[src/cks_pkg.sv]
/*
 * cks_pkg: shared constants for the converter clock source select block.
 * Register indices, field positions, reset values, state codes and timing.
 * Assumes a 250 MHz control clock; printed offsets are word indices.
 */
// ============================================================
package cks_pkg;
	// ============================================================
	// register indices (byte address is four times the index)
	localparam logic [7:0] IDX_RESTART = 8'h00;
	localparam logic [7:0] IDX_DLLCTL = 8'h52;
	localparam logic [7:0] IDX_SRCSEL = 8'h53;
	localparam logic [7:0] IDX_OUTCLK = 8'h64;
	localparam logic [7:0] IDX_PLLGATE = 8'h6D;
	localparam logic [7:0] IDX_STATUS = 8'h70;
	// ============================================================
	// field positions
	localparam int RESTART_BIT = 0;
	localparam int DLL_EN_BIT = 0;
	localparam int DUTY_EN_BIT = 1;
	localparam int DLL_OUT_BIT = 2;
	localparam int DLL_PH_LSB = 3;
	localparam int DLL_RST_BIT = 6;
	localparam int SRC_BIT = 0;
	localparam int PHDLY_EN_BIT = 0;
	localparam int DEC_PH_LSB = 1;
	localparam int PLL_GATE_BIT = 0;
	localparam int PH_W = 3;
	// ============================================================
	// reset values
	localparam logic [7:0] DLLCTL_RST = 8'h40;
	localparam logic [7:0] SRCSEL_RST = 8'h00;
	localparam logic [7:0] OUTCLK_RST = 8'h00;
	localparam logic [7:0] PLLGATE_RST = 8'h00;
	// ============================================================
	// data clock sources
	typedef enum logic [3:0] {
		OCK_BUFFER = 4'h1,
		OCK_DLL = 4'h2,
		OCK_PLL = 4'h4,
		OCK_DECIM = 4'h8
	} cks_ock_e;
	// switch sequencer states, one-hot
	typedef enum logic [3:0] {
		SW_RUN = 4'h1,
		SW_GATEOFF = 4'h2,
		SW_SWAP = 4'h4,
		SW_GATEON = 4'h8
	} cks_sw_e;
	// ============================================================
	// timing
	localparam int CLK_MHZ = 250;
	localparam int DLL_RST_NS = 100;
	localparam int DLL_RST_CYC = (DLL_RST_NS * CLK_MHZ + 999) / 1000;
	localparam int SW_GAP_NS = 8;
	localparam int SW_GAP_CYC = (SW_GAP_NS * CLK_MHZ + 999) / 1000;
endpackage : cks_pkg

[src/cks_sw_if.sv]
/*
 * cks_sw_if: request and status between register logic and clock switch.
 * Assumes both ends sit on the same control clock.
 */
`timescale 1ns/10ps
`default_nettype none
interface cks_sw_if;
	logic wantPll;
	logic activePll;
	logic gateOn;
	logic busy;
	modport ctl (output wantPll, input activePll, gateOn, busy);
	modport sw (input wantPll, output activePll, gateOn, busy);
endinterface : cks_sw_if
`default_nettype wire

[src/cks_clock_select.sv]
/*
 * cks_clock_select: register file and control decode for the converter
 * sampling clock source, delay loop, duty fix and data clock routing.
 * Assumes an Avalon-MM master on the same clock with word addressing;
 * the analog clock paths follow the control outputs of this block.
 */
// The register addresses and the Avalon-MM slave port were decided locally.
`timescale 1ns/10ps
`default_nettype none
module cks_clock_select #(
	parameter int RST_CYC = cks_pkg::DLL_RST_CYC,
	parameter int GAP_CYC = cks_pkg::SW_GAP_CYC
) (
	input wire logic clock, // control clock, 250 MHz
	input wire logic reset_n, // async reset, active low
	input wire logic [7:0] address, // word index
	input wire logic read, // read strobe
	input wire logic write, // write strobe
	input wire logic [31:0] writedata, // write data
	input wire logic [3:0] byteenable, // byte lanes
	output logic [31:0] readdata, // read data
	output logic waitrequest, // slave stall
	output logic coreSrcPll, // core clock mux: 1 phase loop
	output logic coreClkGate, // core clock gate on
	output logic pllClkGate, // phase-loop clock to converter
	output logic delayLoopOn, // delay loop powered
	output logic delayLoopRst, // delay loop in reset
	output logic dutyFixFallEdge, // duty fix on falling edge
	output logic [3:0] outClkSrc, // data clock source, one-hot
	output logic [2:0] outClkPhase, // data clock phase step
	output logic outClkDelayOn // data clock phase delay active
);
	// ============================================================
	// state
	typedef struct packed {
		logic ack;
		logic [31:0] rdata;
		logic [7:0] dllCtl;
		logic [7:0] srcSel;
		logic [7:0] outClk;
		logic [7:0] pllGate;
		logic [7:0] rstCnt;
		logic rstBusy;
	} cks_st_s;
	cks_st_s st_r;
	cks_st_s st_nxt;
	cks_sw_if swBus ();
	logic req;
	logic wrFire;
	logic lane0;
	logic dllEn;
	logic dllOut;
	logic phEn;
	logic srcPll;
	logic restartHit;
	// ============================================================
	// clock switch
	cks_switch #(
		.GAP_CYC(GAP_CYC)
	) uSwitch (
		.clock(clock),
		.reset_n(reset_n),
		.sw(swBus.sw)
	);
	// ============================================================
	// field views
	assign req = read | write;
	// a write lands at the edge where waitrequest is low
	assign wrFire = write & st_r.ack;
	assign lane0 = byteenable[0];
	assign dllEn = st_r.dllCtl[cks_pkg::DLL_EN_BIT];
	assign dllOut = st_r.dllCtl[cks_pkg::DLL_OUT_BIT];
	assign phEn = st_r.outClk[cks_pkg::PHDLY_EN_BIT];
	assign srcPll = st_r.srcSel[cks_pkg::SRC_BIT];
	assign swBus.wantPll = srcPll;
	// a restart landing as a countdown ends must start a fresh one
	assign restartHit = wrFire & lane0 & (address == cks_pkg::IDX_RESTART)
		& writedata[cks_pkg::RESTART_BIT] & dllEn;
	// ============================================================
	// read mux
	function automatic logic [31:0] rdMux(
		input logic [7:0] idx,
		input cks_st_s s,
		input logic actPll,
		input logic busy
	);
		logic [31:0] v;
		v = 32'h0000_0000;
		case (idx)
			cks_pkg::IDX_DLLCTL: begin
				v[7:0] = s.dllCtl;
			end
			cks_pkg::IDX_SRCSEL: begin
				v[7:0] = s.srcSel;
			end
			cks_pkg::IDX_OUTCLK: begin
				v[7:0] = s.outClk;
			end
			cks_pkg::IDX_PLLGATE: begin
				v[7:0] = s.pllGate;
			end
			cks_pkg::IDX_STATUS: begin
				v[0] = actPll;
				v[1] = busy;
				v[2] = s.rstBusy;
			end
			default: begin
				v = 32'h0000_0000;
			end
		endcase
		return v;
	endfunction : rdMux
	// ============================================================
	// next state
	always_comb begin
		st_nxt = st_r;
		// one stall cycle per access, answer on the second
		st_nxt.ack = req & ~st_r.ack;
		if (req && !st_r.ack) begin
			st_nxt.rdata = rdMux(address, st_r, swBus.activePll,
				swBus.busy);
		end
		if (wrFire && lane0) begin
			case (address)
				cks_pkg::IDX_DLLCTL: begin
					// software write clears or sets the loop reset bit
					st_nxt.dllCtl = writedata[7:0];
				end
				cks_pkg::IDX_SRCSEL: begin
					st_nxt.srcSel = writedata[7:0];
				end
				cks_pkg::IDX_OUTCLK: begin
					st_nxt.outClk = writedata[7:0];
				end
				cks_pkg::IDX_PLLGATE: begin
					st_nxt.pllGate = writedata[7:0];
				end
				cks_pkg::IDX_RESTART: begin
					if (writedata[cks_pkg::RESTART_BIT] && dllEn) begin
						st_nxt.rstBusy = 1'b1;
						st_nxt.rstCnt = 8'(RST_CYC);
					end
				end
				default: begin
					st_nxt.rstBusy = st_r.rstBusy;
				end
			endcase
		end
		// the restart set wins over the countdown's own end
		if (st_r.rstBusy && !restartHit) begin
			if (st_r.rstCnt <= 8'h01) begin
				st_nxt.rstBusy = 1'b0;
				// hardware clear wins over a write in the same cycle
				st_nxt.dllCtl[cks_pkg::DLL_RST_BIT] = 1'b0;
			end else begin
				st_nxt.rstCnt = st_r.rstCnt - 8'h01;
				st_nxt.dllCtl[cks_pkg::DLL_RST_BIT] = 1'b1;
			end
		end
	end
	// ============================================================
	// registers
	always_ff @(posedge clock or negedge reset_n) begin
		if (!reset_n) begin
			st_r.ack <= 1'b0;
			st_r.rdata <= 32'h0000_0000;
			st_r.dllCtl <= cks_pkg::DLLCTL_RST;
			st_r.srcSel <= cks_pkg::SRCSEL_RST;
			st_r.outClk <= cks_pkg::OUTCLK_RST;
			st_r.pllGate <= cks_pkg::PLLGATE_RST;
			st_r.rstCnt <= 8'h00;
			st_r.rstBusy <= 1'b0;
		end else begin
			st_r <= st_nxt;
		end
	end
	// ============================================================
	// bus answers
	assign waitrequest = req & ~st_r.ack;
	assign readdata = st_r.rdata;
	// ============================================================
	// core clock path
	assign coreSrcPll = swBus.activePll;
	// the phase-loop clock is only let through while its gate bit is set
	assign pllClkGate = swBus.activePll & swBus.gateOn
		& st_r.pllGate[cks_pkg::PLL_GATE_BIT];
	assign coreClkGate = swBus.gateOn
		& (~swBus.activePll | st_r.pllGate[cks_pkg::PLL_GATE_BIT]);
	// loop enables are ignored in phase-loop mode, except that dllEn still gates a restart
	// the loop keeps running until the core has really left it
	assign delayLoopOn = dllEn & ~swBus.activePll;
	assign delayLoopRst = st_r.dllCtl[cks_pkg::DLL_RST_BIT]
		| st_r.rstBusy;
	// correction only trims the falling edge; rising edge stays put
	assign dutyFixFallEdge = st_r.dllCtl[cks_pkg::DUTY_EN_BIT] & dllEn
		& ~srcPll & ~swBus.activePll;
	// ============================================================
	// data clock routing
	always_comb begin
		if (phEn) begin
			outClkSrc = cks_pkg::OCK_DECIM;
			outClkPhase = st_r.outClk[cks_pkg::DEC_PH_LSB +:
				cks_pkg::PH_W];
			outClkDelayOn = 1'b1;
		end else if (swBus.activePll) begin
			outClkSrc = cks_pkg::OCK_PLL;
			outClkPhase = 3'h0;
			outClkDelayOn = 1'b1;
		end else if (dllEn && dllOut) begin
			outClkSrc = cks_pkg::OCK_DLL;
			outClkPhase = st_r.dllCtl[cks_pkg::DLL_PH_LSB +:
				cks_pkg::PH_W];
			outClkDelayOn = 1'b1;
		end else begin
			// straight from the input buffer, no delay control
			outClkSrc = cks_pkg::OCK_BUFFER;
			outClkPhase = 3'h0;
			outClkDelayOn = 1'b0;
		end
	end
endmodule : cks_clock_select
`default_nettype wire

[src/cks_switch.sv]
/*
 * cks_switch: break-before-make sequencer for the core clock source mux.
 * Assumes the analog mux and gates follow activePll and gateOn directly.
 */
`timescale 1ns/10ps
`default_nettype none
module cks_switch #(
	parameter int GAP_CYC = cks_pkg::SW_GAP_CYC
) (
	input wire logic clock, // control clock
	input wire logic reset_n, // async reset, active low
	cks_sw_if.sw sw // switch request and status
);
	typedef struct packed {
		cks_pkg::cks_sw_e st;
		logic activePll;
		logic [7:0] cnt;
	} cks_swst_s;
	cks_swst_s s_r;
	cks_swst_s s_nxt;
	// ============================================================
	// sequencer: gate off, wait, swap, wait, gate on
	always_comb begin
		s_nxt = s_r;
		case (s_r.st)
			cks_pkg::SW_RUN: begin
				if (sw.wantPll != s_r.activePll) begin
					s_nxt.st = cks_pkg::SW_GATEOFF;
					s_nxt.cnt = 8'(GAP_CYC);
				end
			end
			cks_pkg::SW_GATEOFF: begin
				if (s_r.cnt <= 8'h01) begin
					s_nxt.st = cks_pkg::SW_SWAP;
					s_nxt.activePll = sw.wantPll;
					s_nxt.cnt = 8'(GAP_CYC);
				end else begin
					s_nxt.cnt = s_r.cnt - 8'h01;
				end
			end
			cks_pkg::SW_SWAP: begin
				if (s_r.cnt <= 8'h01) begin
					s_nxt.st = cks_pkg::SW_GATEON;
				end else begin
					s_nxt.cnt = s_r.cnt - 8'h01;
				end
			end
			cks_pkg::SW_GATEON: begin
				s_nxt.st = cks_pkg::SW_RUN;
			end
			default: begin
				s_nxt.st = cks_pkg::SW_RUN;
			end
		endcase
	end
	always_ff @(posedge clock or negedge reset_n) begin
		if (!reset_n) begin
			s_r <= '{st: cks_pkg::SW_RUN, activePll: 1'b0, cnt: 8'h00};
		end else begin
			s_r <= s_nxt;
		end
	end
	// gate held low through both waits so no runt pulse escapes
	assign sw.gateOn = (s_r.st == cks_pkg::SW_RUN);
	assign sw.busy = (s_r.st != cks_pkg::SW_RUN);
	assign sw.activePll = s_r.activePll;
endmodule : cks_switch
`default_nettype wire

[config.mk]
export PLATFORM = sky130hd
export DESIGN_NAME = cks_clock_select
export DESIGN_NICKNAME = d
export VERILOG_FILES = /design/src/cks_pkg.sv /design/src/cks_sw_if.sv /design/src/cks_clock_select.sv /design/src/cks_switch.sv
export SDC_FILE = /design/constraint.sdc
export NUM_CORES = 1
export LEC_CHECK = 0
export ABC_AREA = 0
export BUFFER_PORTS_ARGS = -buffer_cell sky130_fd_sc_hd__buf_2
export CELL_PAD_IN_SITES_DETAIL_PLACEMENT = 0
export CELL_PAD_IN_SITES_GLOBAL_PLACEMENT = 2
export CORE_MARGIN = 2
export CORE_UTILIZATION = 25
export CTS_CLUSTER_SIZE = 10
export DETAILED_ROUTE_END_ITERATION = 6
export PLACE_DENSITY_LB_ADDON = 0.1
export SLEW_MARGIN = 25
export SYNTH_ARGS = -nofsm -noshare
export SYNTH_HDL_FRONTEND = slang
export SYNTH_HIERARCHICAL = 1
export SYNTH_SLANG_ARGS = --single-unit
export TNS_END_PERCENT = 20
[constraint.sdc]
create_clock -name clock -period 2.26 [get_ports clock]
set_clock_uncertainty 0.1 [all_clocks]
set_input_delay 0 -clock clock [delete_from_list [all_inputs] [get_ports clock]]
set_output_delay 0 -clock clock [all_outputs]
set_load 0.02 [all_outputs]
Yosys cells after proc, flatten, opt, wreduce, memory -nomap -nowiden
Index checks and enable logic that the tools add are counted.

Flip-flop bits (word level): 63. Input bits: 48. Output and inout port bits: 47. Word-level logic and storage cells: 100.

Add/sub/neg operators: 2. Order comparisons: 2. Equal/unequal tests: 14. Mux-type cells: 32. Bitwise operators: 19. Reduce and logical (&&, ||, !) cells: 19.

Operator list (number): $mux W8 (8); $eq A8 B7 Y1 const B (5); $mux W40 (1); $pmux W8 S3 (1); $pmux W5 S4 (1); $mux W9 (2); $le A8 B1 Y1 const B (2); $sub A8 B1 Y8 const B (2); $pmux W3 S5 (1); $and A1 B1 Y1 (13); $mux W3 (4); $mux W4 (3); $pmux W4 S3 (1); $reduce_and A2 Y1 (6); $logic_not A8 Y1 (1); $mux W1 (7); $mux W7 (1); $ne A2 B1 Y1 const B (3); $reduce_and A3 Y1 (2); $logic_and A1 B1 Y1 (5); $mux W5 (1); $eq A4 B1 Y1 const B (1); $eq A4 B2 Y1 const B (1); $eq A4 B3 Y1 const B (1); 9 further kinds (15).

Depth between registers and ports, before layout
Gate-level depths: netlist of run 1.

Depth in word-level cells: 9. Depth in mapped cells: 7. Gate-level depth less buffers: 6.

Cells and area by module
The synthesis of run 1 kept the hierarchy.

By module, submodules not included: cks_clock_select (times used 1, cells an instance 275, area an instance 2911.5 µm²); cks_switch (times used 1, cells an instance 80, area an instance 799.5 µm²).

Worst setup path before layout of run 1
Ideal clock, no wire load.

Path type: register to register. Start point: reg uSwitch/s_r[10] (netlist name). End point: reg uSwitch/s_r[1] (netlist name). Arrival time: 1.650 ns. Path slack: 0.385 ns. Stages on the path, launching flop included: 5. Buffers on the path: 0. Period minus slack after synthesis: 1.875 ns. Cell sequence: dfrtp_1 or4b_1 nor4_4 nor2_2 mux2_4.

Word-level cells in the longest chain between the ends: 3. Elaborated cells on any way between the ends: 8. Classes of those cells: eq/ne (5); mux (1); reduce/logical (2).

RTL lines: start, declared (line cks_switch.sv:19) `cks_swst_s s_r;`; start signal, assigned (line cks_switch.sv:58) `s_r <= '{st: cks_pkg::SW_RUN, activePll: 1'b0, cnt: 8'h00};`; start signal, assigned (line cks_switch.sv:60) `s_r <= s_nxt;`; $eq A4 B3 Y1, or another cell as far along (line cks_switch.sv:25) `case (s_r.st)`; $ne A2 B2 Y1 (no source line), or another cell as far along; $reduce_and A3 Y1 (no source line).

Several ways; a longest one is shown, not always the timed one. A chain may end at the register's enable or synchronous reset.

==> results.md, run 1 <==
- sky130_fd_sc_hd__or3_1 — Crit-path slowest cell
- 33.9 ps — Hold WS
- complete, no violations — outcome
- 0.501 GHz — achievable frequency
- 50 ps — CTS clock-pin slew for the worst setup and hold paths
- 0 — initial antenna violation count
- 95 — I/O Pins
- 2 — clk buf depth
- 340 ps — clock latency on the worst-skew pair
- 1.18% — synthesized-area fraction occupied by xor and xnor cells
- 4 — first-pass iteration count of the detailed router
- 6 — Max FO, Critical Path
- 0 — DRC violations left
- primary input to flip-flop — path class of the lowest-slack min-delay path
- sky130_fd_sc_hd__dfrtp_1 — Top FF cell, synth
- 4.70 — average via count per standard cell
- 0 — Post-CTS Repair Setup Buffers
- 1 — number of buffers and inverters on the critical path
- 6 — number of synthesis warnings
- 264 ps — final critical-path setup slack
- 30.2% — fraction of final layout cells with drive strength greater than 1
- 17.1 um — average detailed-routed wire length per instance
- 13.7% — GRT Overall Usage
- flip-flop — kind of start point of the critical path
- 0 — Gates resized, CTS repair
- 3300 uW — overall power of the completed layout
- false — RSZ-0062 raised after global routing
- 25.5% — Initial Util
- 0 — antenna viol nets, final
- 44 — Std-Cell Rows
- 3 — number of H-tree branching levels
- 0 — final hold viol count
- 10.5 um2 — syn avg cell area
- 16,400 um — first-pass GRT wire length
- 119 — starting DRC count in detailed routing
- sky130_fd_sc_hd__dfrtp_1 — commonest non-fill, non-tap cell in the layout
- 604 — filler-free cell count of the finished design
- 63 — clock net sink count
- simple AND/OR/NAND/NOR gates — family with the most delay on the worst path
- sky130_fd_sc_hd__dfrtp_1 (61), sky130_fd_sc_hd__buf_2 (43), sky130_fd_sc_hd__mux2_2 (32), sky130_fd_sc_hd__conb_1 (24), sky130_fd_sc_hd__nand2_1 (23) — most frequent cells in the layout
- 1.35% — adder-cell share of the synthesized area
- 450 ps — Worst path max stage delay
- 2360 ps — CP Data Required Time
- 2000 ps — final critical path time including I/O delays and setup
- 467 — Final Net Count
- 126 um — die boundary height
- 22.3% — synthesized-area fraction occupied by and/or/nand/nor cells
- 63 — flops & latches, synth
- 12.8% — multiplexer fraction of the synthesized cell area
- sky130_fd_sc_hd__clkbuf_16 — master cell of the clock root buffer
- 88.3% — part of the cycle the worst path needs
- 0.362 mV — VDD IR-drop max
- 0 — final number of setup-violating endpoints
- 598 ps — worst-margin pin slew
- 14,500 um2 — Core Area
- 64 — maximum number of pins on one net before global-route repair
- 7540 um — detailed placement HPWL
- 42.5% — sequential fraction of the synthesis area
- 260 ps — reg2reg setup slack
- 100% — share of async-settable or async-resettable flops after synthesis
- 3710 um2 — total standard cell area after synthesis
- 0.00217 uW — Static Leakage
- sky130_fd_sc_hd__dfrtp_1 (41%), sky130_fd_sc_hd__mux2_2 (9.7%), sky130_fd_sc_hd__buf_4 (6.9%) — dominant cells by area after synthesis
- 355 — gate count of the mapped netlist
- 0 — number of enable flip-flop cells after synthesis
- 22.0% — layout overhead on the synthesized area
- 2,838 — total via count after detailed routing
- 2,774 — vias in the first global route
- 10.3% — Synth Area in Compound Gates
- flip-flop to flip-flop — type of the setup path with the least slack
- 0 — Max Transition Viols Final
- 9 — clock buffer count from CTS
- or3_1, buf_4, o311ai_2, or4_1, nand3_1 — critical path, cell by cell
- 41.1% — share of Yosys cell area claimed by the top area cell type
- 0 ps — total negative slack for setup checks
- 126 um — die outline width
- 10,300 um — overall routed net length
- 0 — residual overflow from global routing
- 59 — post-synthesis cell type count
- 15,800 um2 — Die Footprint
- 60.2% — Slew headroom
- simple AND/OR/NAND/NOR gates — main combinational cell family by area after synthesis
- 2100 ps — endpoint arrival time on the critical path
- built — clock tree from TritonCTS
- 728 nW/um2 — PD cells
- 0.728 — final weighted congestion of routability-driven global placement
- sky130_fd_sc_hd__dfrtp_1 — post-synthesis cell type with the largest combined area
- 251 ps — worst-case setup slack after placement
- 43 — number of port buffers
- 9 — quantity of hold-fixing buffers added after cts
- flip-flop — critical path capture point type
- 0 — count of inserted antenna diode cells
- 0 — Max Cap Viol
- 579 — number of instances in the placed design
-- worst register-to-register path: stages (launching register included) --
cell and delay, ps:
sky130_fd_sc_hd__dfrtp_1 430, sky130_fd_sc_hd__or3_1 450, sky130_fd_sc_hd__buf_4 190, sky130_fd_sc_hd__o311ai_2 440, sky130_fd_sc_hd__or4_1 180, sky130_fd_sc_hd__nand3_1 70
-- synthesized netlist by cell type, drive strengths merged (2+ instances only) --
| library cell | count |
|---|---|
| a21oi | 6 |
| a22o | 3 |
| a22oi | 3 |
| a31oi | 5 |
| and3 | 14 |
| and3b | 4 |
| and4 | 2 |
| buf | 38 |
| clkbuf | 8 |
| dfrtp | 61 |
| dfstp | 2 |
| ha | 4 |
| inv | 10 |
| mux2 | 33 |
| mux2i | 10 |
| nand2 | 23 |
| nand2b | 2 |
| nand3 | 9 |
| nand3b | 10 |
| nand4 | 5 |
| nor2 | 15 |
| nor2b | 3 |
| nor3 | 12 |
| nor3b | 3 |
| nor4 | 5 |
| nor4b | 4 |
| o2111ai | 5 |
| o211ai | 4 |
| o21ai | 8 |
| o22ai | 2 |
| o31ai | 5 |
| or2 | 6 |
| or3 | 5 |
| or4 | 6 |
| xor2 | 4 |
-- metal layers --
layer	up-vias	track usage [%]	wire length, um
li1	1376	-	-
met2	57	21.4	4790
met4	0	3.68	121
met1	1396	18.2	4930
met5	-	0	0
met3	9	4.46	477
-- power by group --
group          leakage, uW  internal, uW  switching (uW)
sequential        0.000831          1190            53.3
combinational      0.00117           176             296
clock             0.000169          1090             500
total              0.00217          2450             849
-- cells by family (layout without fill, tap and decap cells) --
logic type / count (synthesis) / count (layout)
xor+xnor: 5 / 5
buf+inv: 56 / 98
compound gates: 50 / 50
fa+ha+maj: 4 / 4
mux: 43 / 43
flops: 63 / 63
other cells: 1 / 24
simple gates: 133 / 133
-- registers in the layout, indices dropped and copies added, names as in the netlist --
register,flops
st_r,38
uSwitch/s_r,12
readdata,8
dllEn,1
dllOut,1
phEn,1
srcPll,1
uSwitch/sw.activePll,1
-- layout make-up --
cell class,instances,area [um2]
Timing Repair Buffer,72,468
Clock inverter,2,60.1
Fill cell,1546,10000
Inverter,10,37.5
Tap cell,184,230
Clock buffer,14,284
Multi-Input combinational cell,259,1870
Sequential cell,63,1580
-- stage by stage --
stage          util (%)  instance area, um2
4_1_cts            31.2                4530
3_3_place_gp       28.2                4090
6_report           31.2                4530
3_5_place_dp       28.2                4090
2_1_floorplan         -                3800
5_1_grt            31.2                4530
-- final timing paths --
check,startpoint,endpoint,cells past startpoint
hold / removal,read,readdata[4],4
min in group asynchronous,reset_n,st_r[14],3
max in group asynchronous,reset_n,uSwitch/s_r[9],3
setup reg to reg,st_r[3],st_r[5],5
setup / recovery,st_r[3],st_r[5],5
hold reg to reg,readdata[4],readdata[4],2
Note: power is estimated with default switching activity, not from simulation.
==> run 2: changes to the inputs <==
--- a/config.mk
+++ b/config.mk
@@ -13,10 +13,10 @@
 export CORE_UTILIZATION = 25
 export CTS_CLUSTER_SIZE = 10
 export DETAILED_ROUTE_END_ITERATION = 6
+export HOLD_SLACK_MARGIN = 0.05
 export PLACE_DENSITY_LB_ADDON = 0.1
 export SLEW_MARGIN = 25
 export SYNTH_ARGS = -nofsm -noshare
 export SYNTH_HDL_FRONTEND = slang
-export SYNTH_HIERARCHICAL = 1
 export SYNTH_SLANG_ARGS = --single-unit
 export TNS_END_PERCENT = 20
==> run 2 against run 1 <==
Net effect: non-clock buffer count shrank 2; routed wire length shrank 9.6%; sequential share of layout area is 1.3 points higher; power decreased by 8.2%; critical path type unchanged; largest power group unchanged.
==> results.md, run 2 <==
- 0 — final number of setup-violating endpoints
- inv_1, ha_1, or2_2, nand4_1, or3_1, mux2_1 — critical path, cell by cell
- readdata[7] — Min-Delay Endpoint
- 2,636 — vias in the first global route
- 43.3% — sequential fraction of the synthesis area
- 648 ps — worst-margin pin slew
- 2000 ps — final critical path time including I/O delays and setup
- sky130_fd_sc_hd__dfrtp_1 — cell with the most instances after synthesis
- 420 ps — Worst path max stage delay
- 12.6% — GRT Overall Usage
- 6490 um — detailed placement HPWL
- 43 — number of port buffers
- sky130_fd_sc_hd__dfrtp_1 (42%), sky130_fd_sc_hd__mux2_2 (9.3%), sky130_fd_sc_hd__buf_4 (7.0%) — dominant cells by area after synthesis
- 38 — flip-flop count of the largest register, all copies and words added
- 331 — gate count of the mapped netlist
- 0 — number of synthesis warnings
- 14,400 um2 — Core Area
- 4 — Hold Crit Depth
- uSwitch.s_r[0] — reg-to-reg critical path startpoint
- simple AND/OR/NAND/NOR gates — main combinational cell family by area after synthesis
- 64 — maximum number of pins on one net before global-route repair
- 340 ps — clock latency on the worst-skew pair
- 0 — count of inserted antenna diode cells
- 125 um — die outline width
- read — hold_sp
- 0 — initial antenna violation count
- 44 — Std-Cell Rows
- 0 — final hold viol count
- 12.9% — Synth Area in Compound Gates
- st_r — Top reg by flops
- 0 — Post-CTS Repair Setup Buffers
- sky130_fd_sc_hd__dfrtp_1 — commonest non-fill, non-tap cell in the layout
- built — clock tree from TritonCTS
- 0 — DRC violations left
- 3650 um2 — total standard cell area after synthesis
- 15,200 um — first-pass GRT wire length
- 579 — filler-free cell count of the finished design
- complete, no violations — outcome
- 3 — number of H-tree branching levels
- 0 — residual overflow from global routing
- 2380 ps — CP Data Required Time
- 2130 ps — endpoint arrival time on the critical path
- 442 — Final Net Count
- sky130_fd_sc_hd__dfrtp_1 — Top FF cell, synth
- 16.1 um — average detailed-routed wire length per instance
- 63 — clock net sink count
- 33.4% — fraction of final layout cells with drive strength greater than 1
- false — RSZ-0062 raised after global routing
- 260 ps — reg2reg setup slack
- 6 — Max FO, Critical Path
- 2,657 — total via count after detailed routing
- 693 nW/um2 — PD cells
- 19.7% — layout overhead on the synthesized area
- 0.292 mV — VDD IR-drop max
- primary input to flip-flop — path class of the lowest-slack min-delay path
- sky130_fd_sc_hd__dfrtp_1 — Crit-path slowest cell
- 3030 uW — overall power of the completed layout
- 0.714 — final weighted congestion of routability-driven global placement
- 16.7% — synthesized-area fraction occupied by and/or/nand/nor cells
- 41.8% — share of Yosys cell area claimed by the top area cell type
- 25.4% — Initial Util
- 4 — first-pass iteration count of the detailed router
- 95 — I/O Pins
- 0 — Max Cap Viol
- 2 — clk buf depth
- 60 ps — CTS clock-pin slew for the worst setup and hold paths
- 56.7% — Slew headroom
- 11.0 um2 — syn avg cell area
- 9330 um — overall routed net length
- 0 — antenna viol nets, final
- 15,600 um2 — Die Footprint
- flip-flop — kind of start point of the critical path
- 0.00205 uW — Static Leakage
- 88.7% — part of the cycle the worst path needs
- 0 — number of enable flip-flop cells after synthesis
- sky130_fd_sc_hd__dfrtp_1 (61), sky130_fd_sc_hd__buf_4 (34), sky130_fd_sc_hd__mux2_2 (30) — synth cell count leaders
- flip-flop — critical path capture point type
- flip-flop to flip-flop — type of the setup path with the least slack
- 63 — flops & latches, synth
- sky130_fd_sc_hd__dfrtp_1 (61), sky130_fd_sc_hd__buf_2 (43), sky130_fd_sc_hd__mux2_2 (30), sky130_fd_sc_hd__conb_1 (24), sky130_fd_sc_hd__nand2_1 (18) — most frequent cells in the layout
- 4.59 — average via count per standard cell
- 13.6% — multiplexer fraction of the synthesized cell area
- 552 — number of instances in the placed design
- 64 — post-synthesis cell type count
- 0 ps — total negative slack for setup checks
- 6 — r2r worst-path depth
- 0 — Max Transition Viols Final
- 0.499 GHz — achievable frequency
- uSwitch.sw.activePll — reg2reg end
- sky130_fd_sc_hd__clkbuf_16 — master cell of the clock root buffer
- sky130_fd_sc_hd__dfrtp_1 — post-synthesis cell type with the largest combined area
- 100% — share of async-settable or async-resettable flops after synthesis
- 1.92% — synthesized-area fraction occupied by xor and xnor cells
- 1.37% — adder-cell share of the synthesized area
- 9 — clock buffer count from CTS
- 71 — starting DRC count in detailed routing
- 125 um — die boundary height
-- run 2: changes by cell type in the layout (fill, tap and decap cells not counted), sizes merged, moves of 5 or more --
cell / before / now
a22o: 3 / 12
a22oi: 3 / 8
and3: 14 / 4
clkbuf: 14 / 9
mux2: 33 / 40
mux2i: 10 / 2
nand2: 23 / 18
nand3b: 10 / 1
o2111ai: 5 / 0
-- run 2: kinds of logic after synthesis --
| group | after synthesis |
|---|---|
| buffers and inverters | 55 |
| AOI/OAI and AO/OA | 62 |
| DFF | 63 |
| adders and majority gates | 4 |
| other | 1 |
| xor gates and xnor gates | 8 |
| muxes | 42 |
| and+or+nand+nor | 96 |
-- run 2: how the worst max path moves through the flow --
stage | from | to | cells past startpoint
CTS | uSwitch.s_r[9] | coreClkGate | 3
floorplan | uSwitch.sw.activePll | uSwitch.s_r[4] | 7
global placement | uSwitch.s_r[0] | uSwitch.sw.activePll | 6
global route | uSwitch.s_r[0] | uSwitch.sw.activePll | 6
detailed placement | uSwitch.s_r[9] | uSwitch.s_r[3] | 5
finish | uSwitch.s_r[0] | uSwitch.sw.activePll | 6
-- run 2: critical path, delay by kind of cell (launching register included) --
kind | cells | cell delay (ps)
muxes | 1 | 310
and+or+nand+nor | 3 | 680
adders and majority gates | 1 | 300
DFF | 1 | 420
buffers and inverters | 1 | 90
-- run 2: area by class of cell --
type                            count  area (um2)
Sequential cell                    63        1580
Fill cell                        1523       10000
Multi-Input combinational cell    236        1790
Inverter                           10        37.5
Clock inverter                      7        48.8
Clock buffer                        9         225
Timing Repair Buffer               70         458
Tap cell                          184         230
-- run 2: power by group --
group | switching [uW] | internal (uW)
Combinational | 310 | 188
Sequential | 57.3 | 1190
Clock | 546 | 741
Total | 913 | 2110
-- run 2: metal layers --
metal	wire length [um]	GRT usage, %
met1	4840	18.5
met2	3930	17.8
met3	463	3.91
met4	97	3.17
met5	0	0
-- run 2: per-stage QoR --
step,setup WS (ps),instance area (um2),utilization [%],hold WS [ps]
3_3_place_gp,267,3980,27.7,-43.6
6_report,256,4370,30.4,71.9
4_1_cts,210,4370,30.4,64.3
3_5_place_dp,250,3980,27.7,-44.2
5_1_grt,78.2,4370,30.4,83.3
2_1_floorplan,309,3730,-,-396
-- run 2: repair_timing --
action | CTS | global route
endpoints found under the hold margin | 97 | 0
hold buffers | 11 | 0
gates resized for setup | 0 | 0
endpoints found under the setup margin | 0 | 0
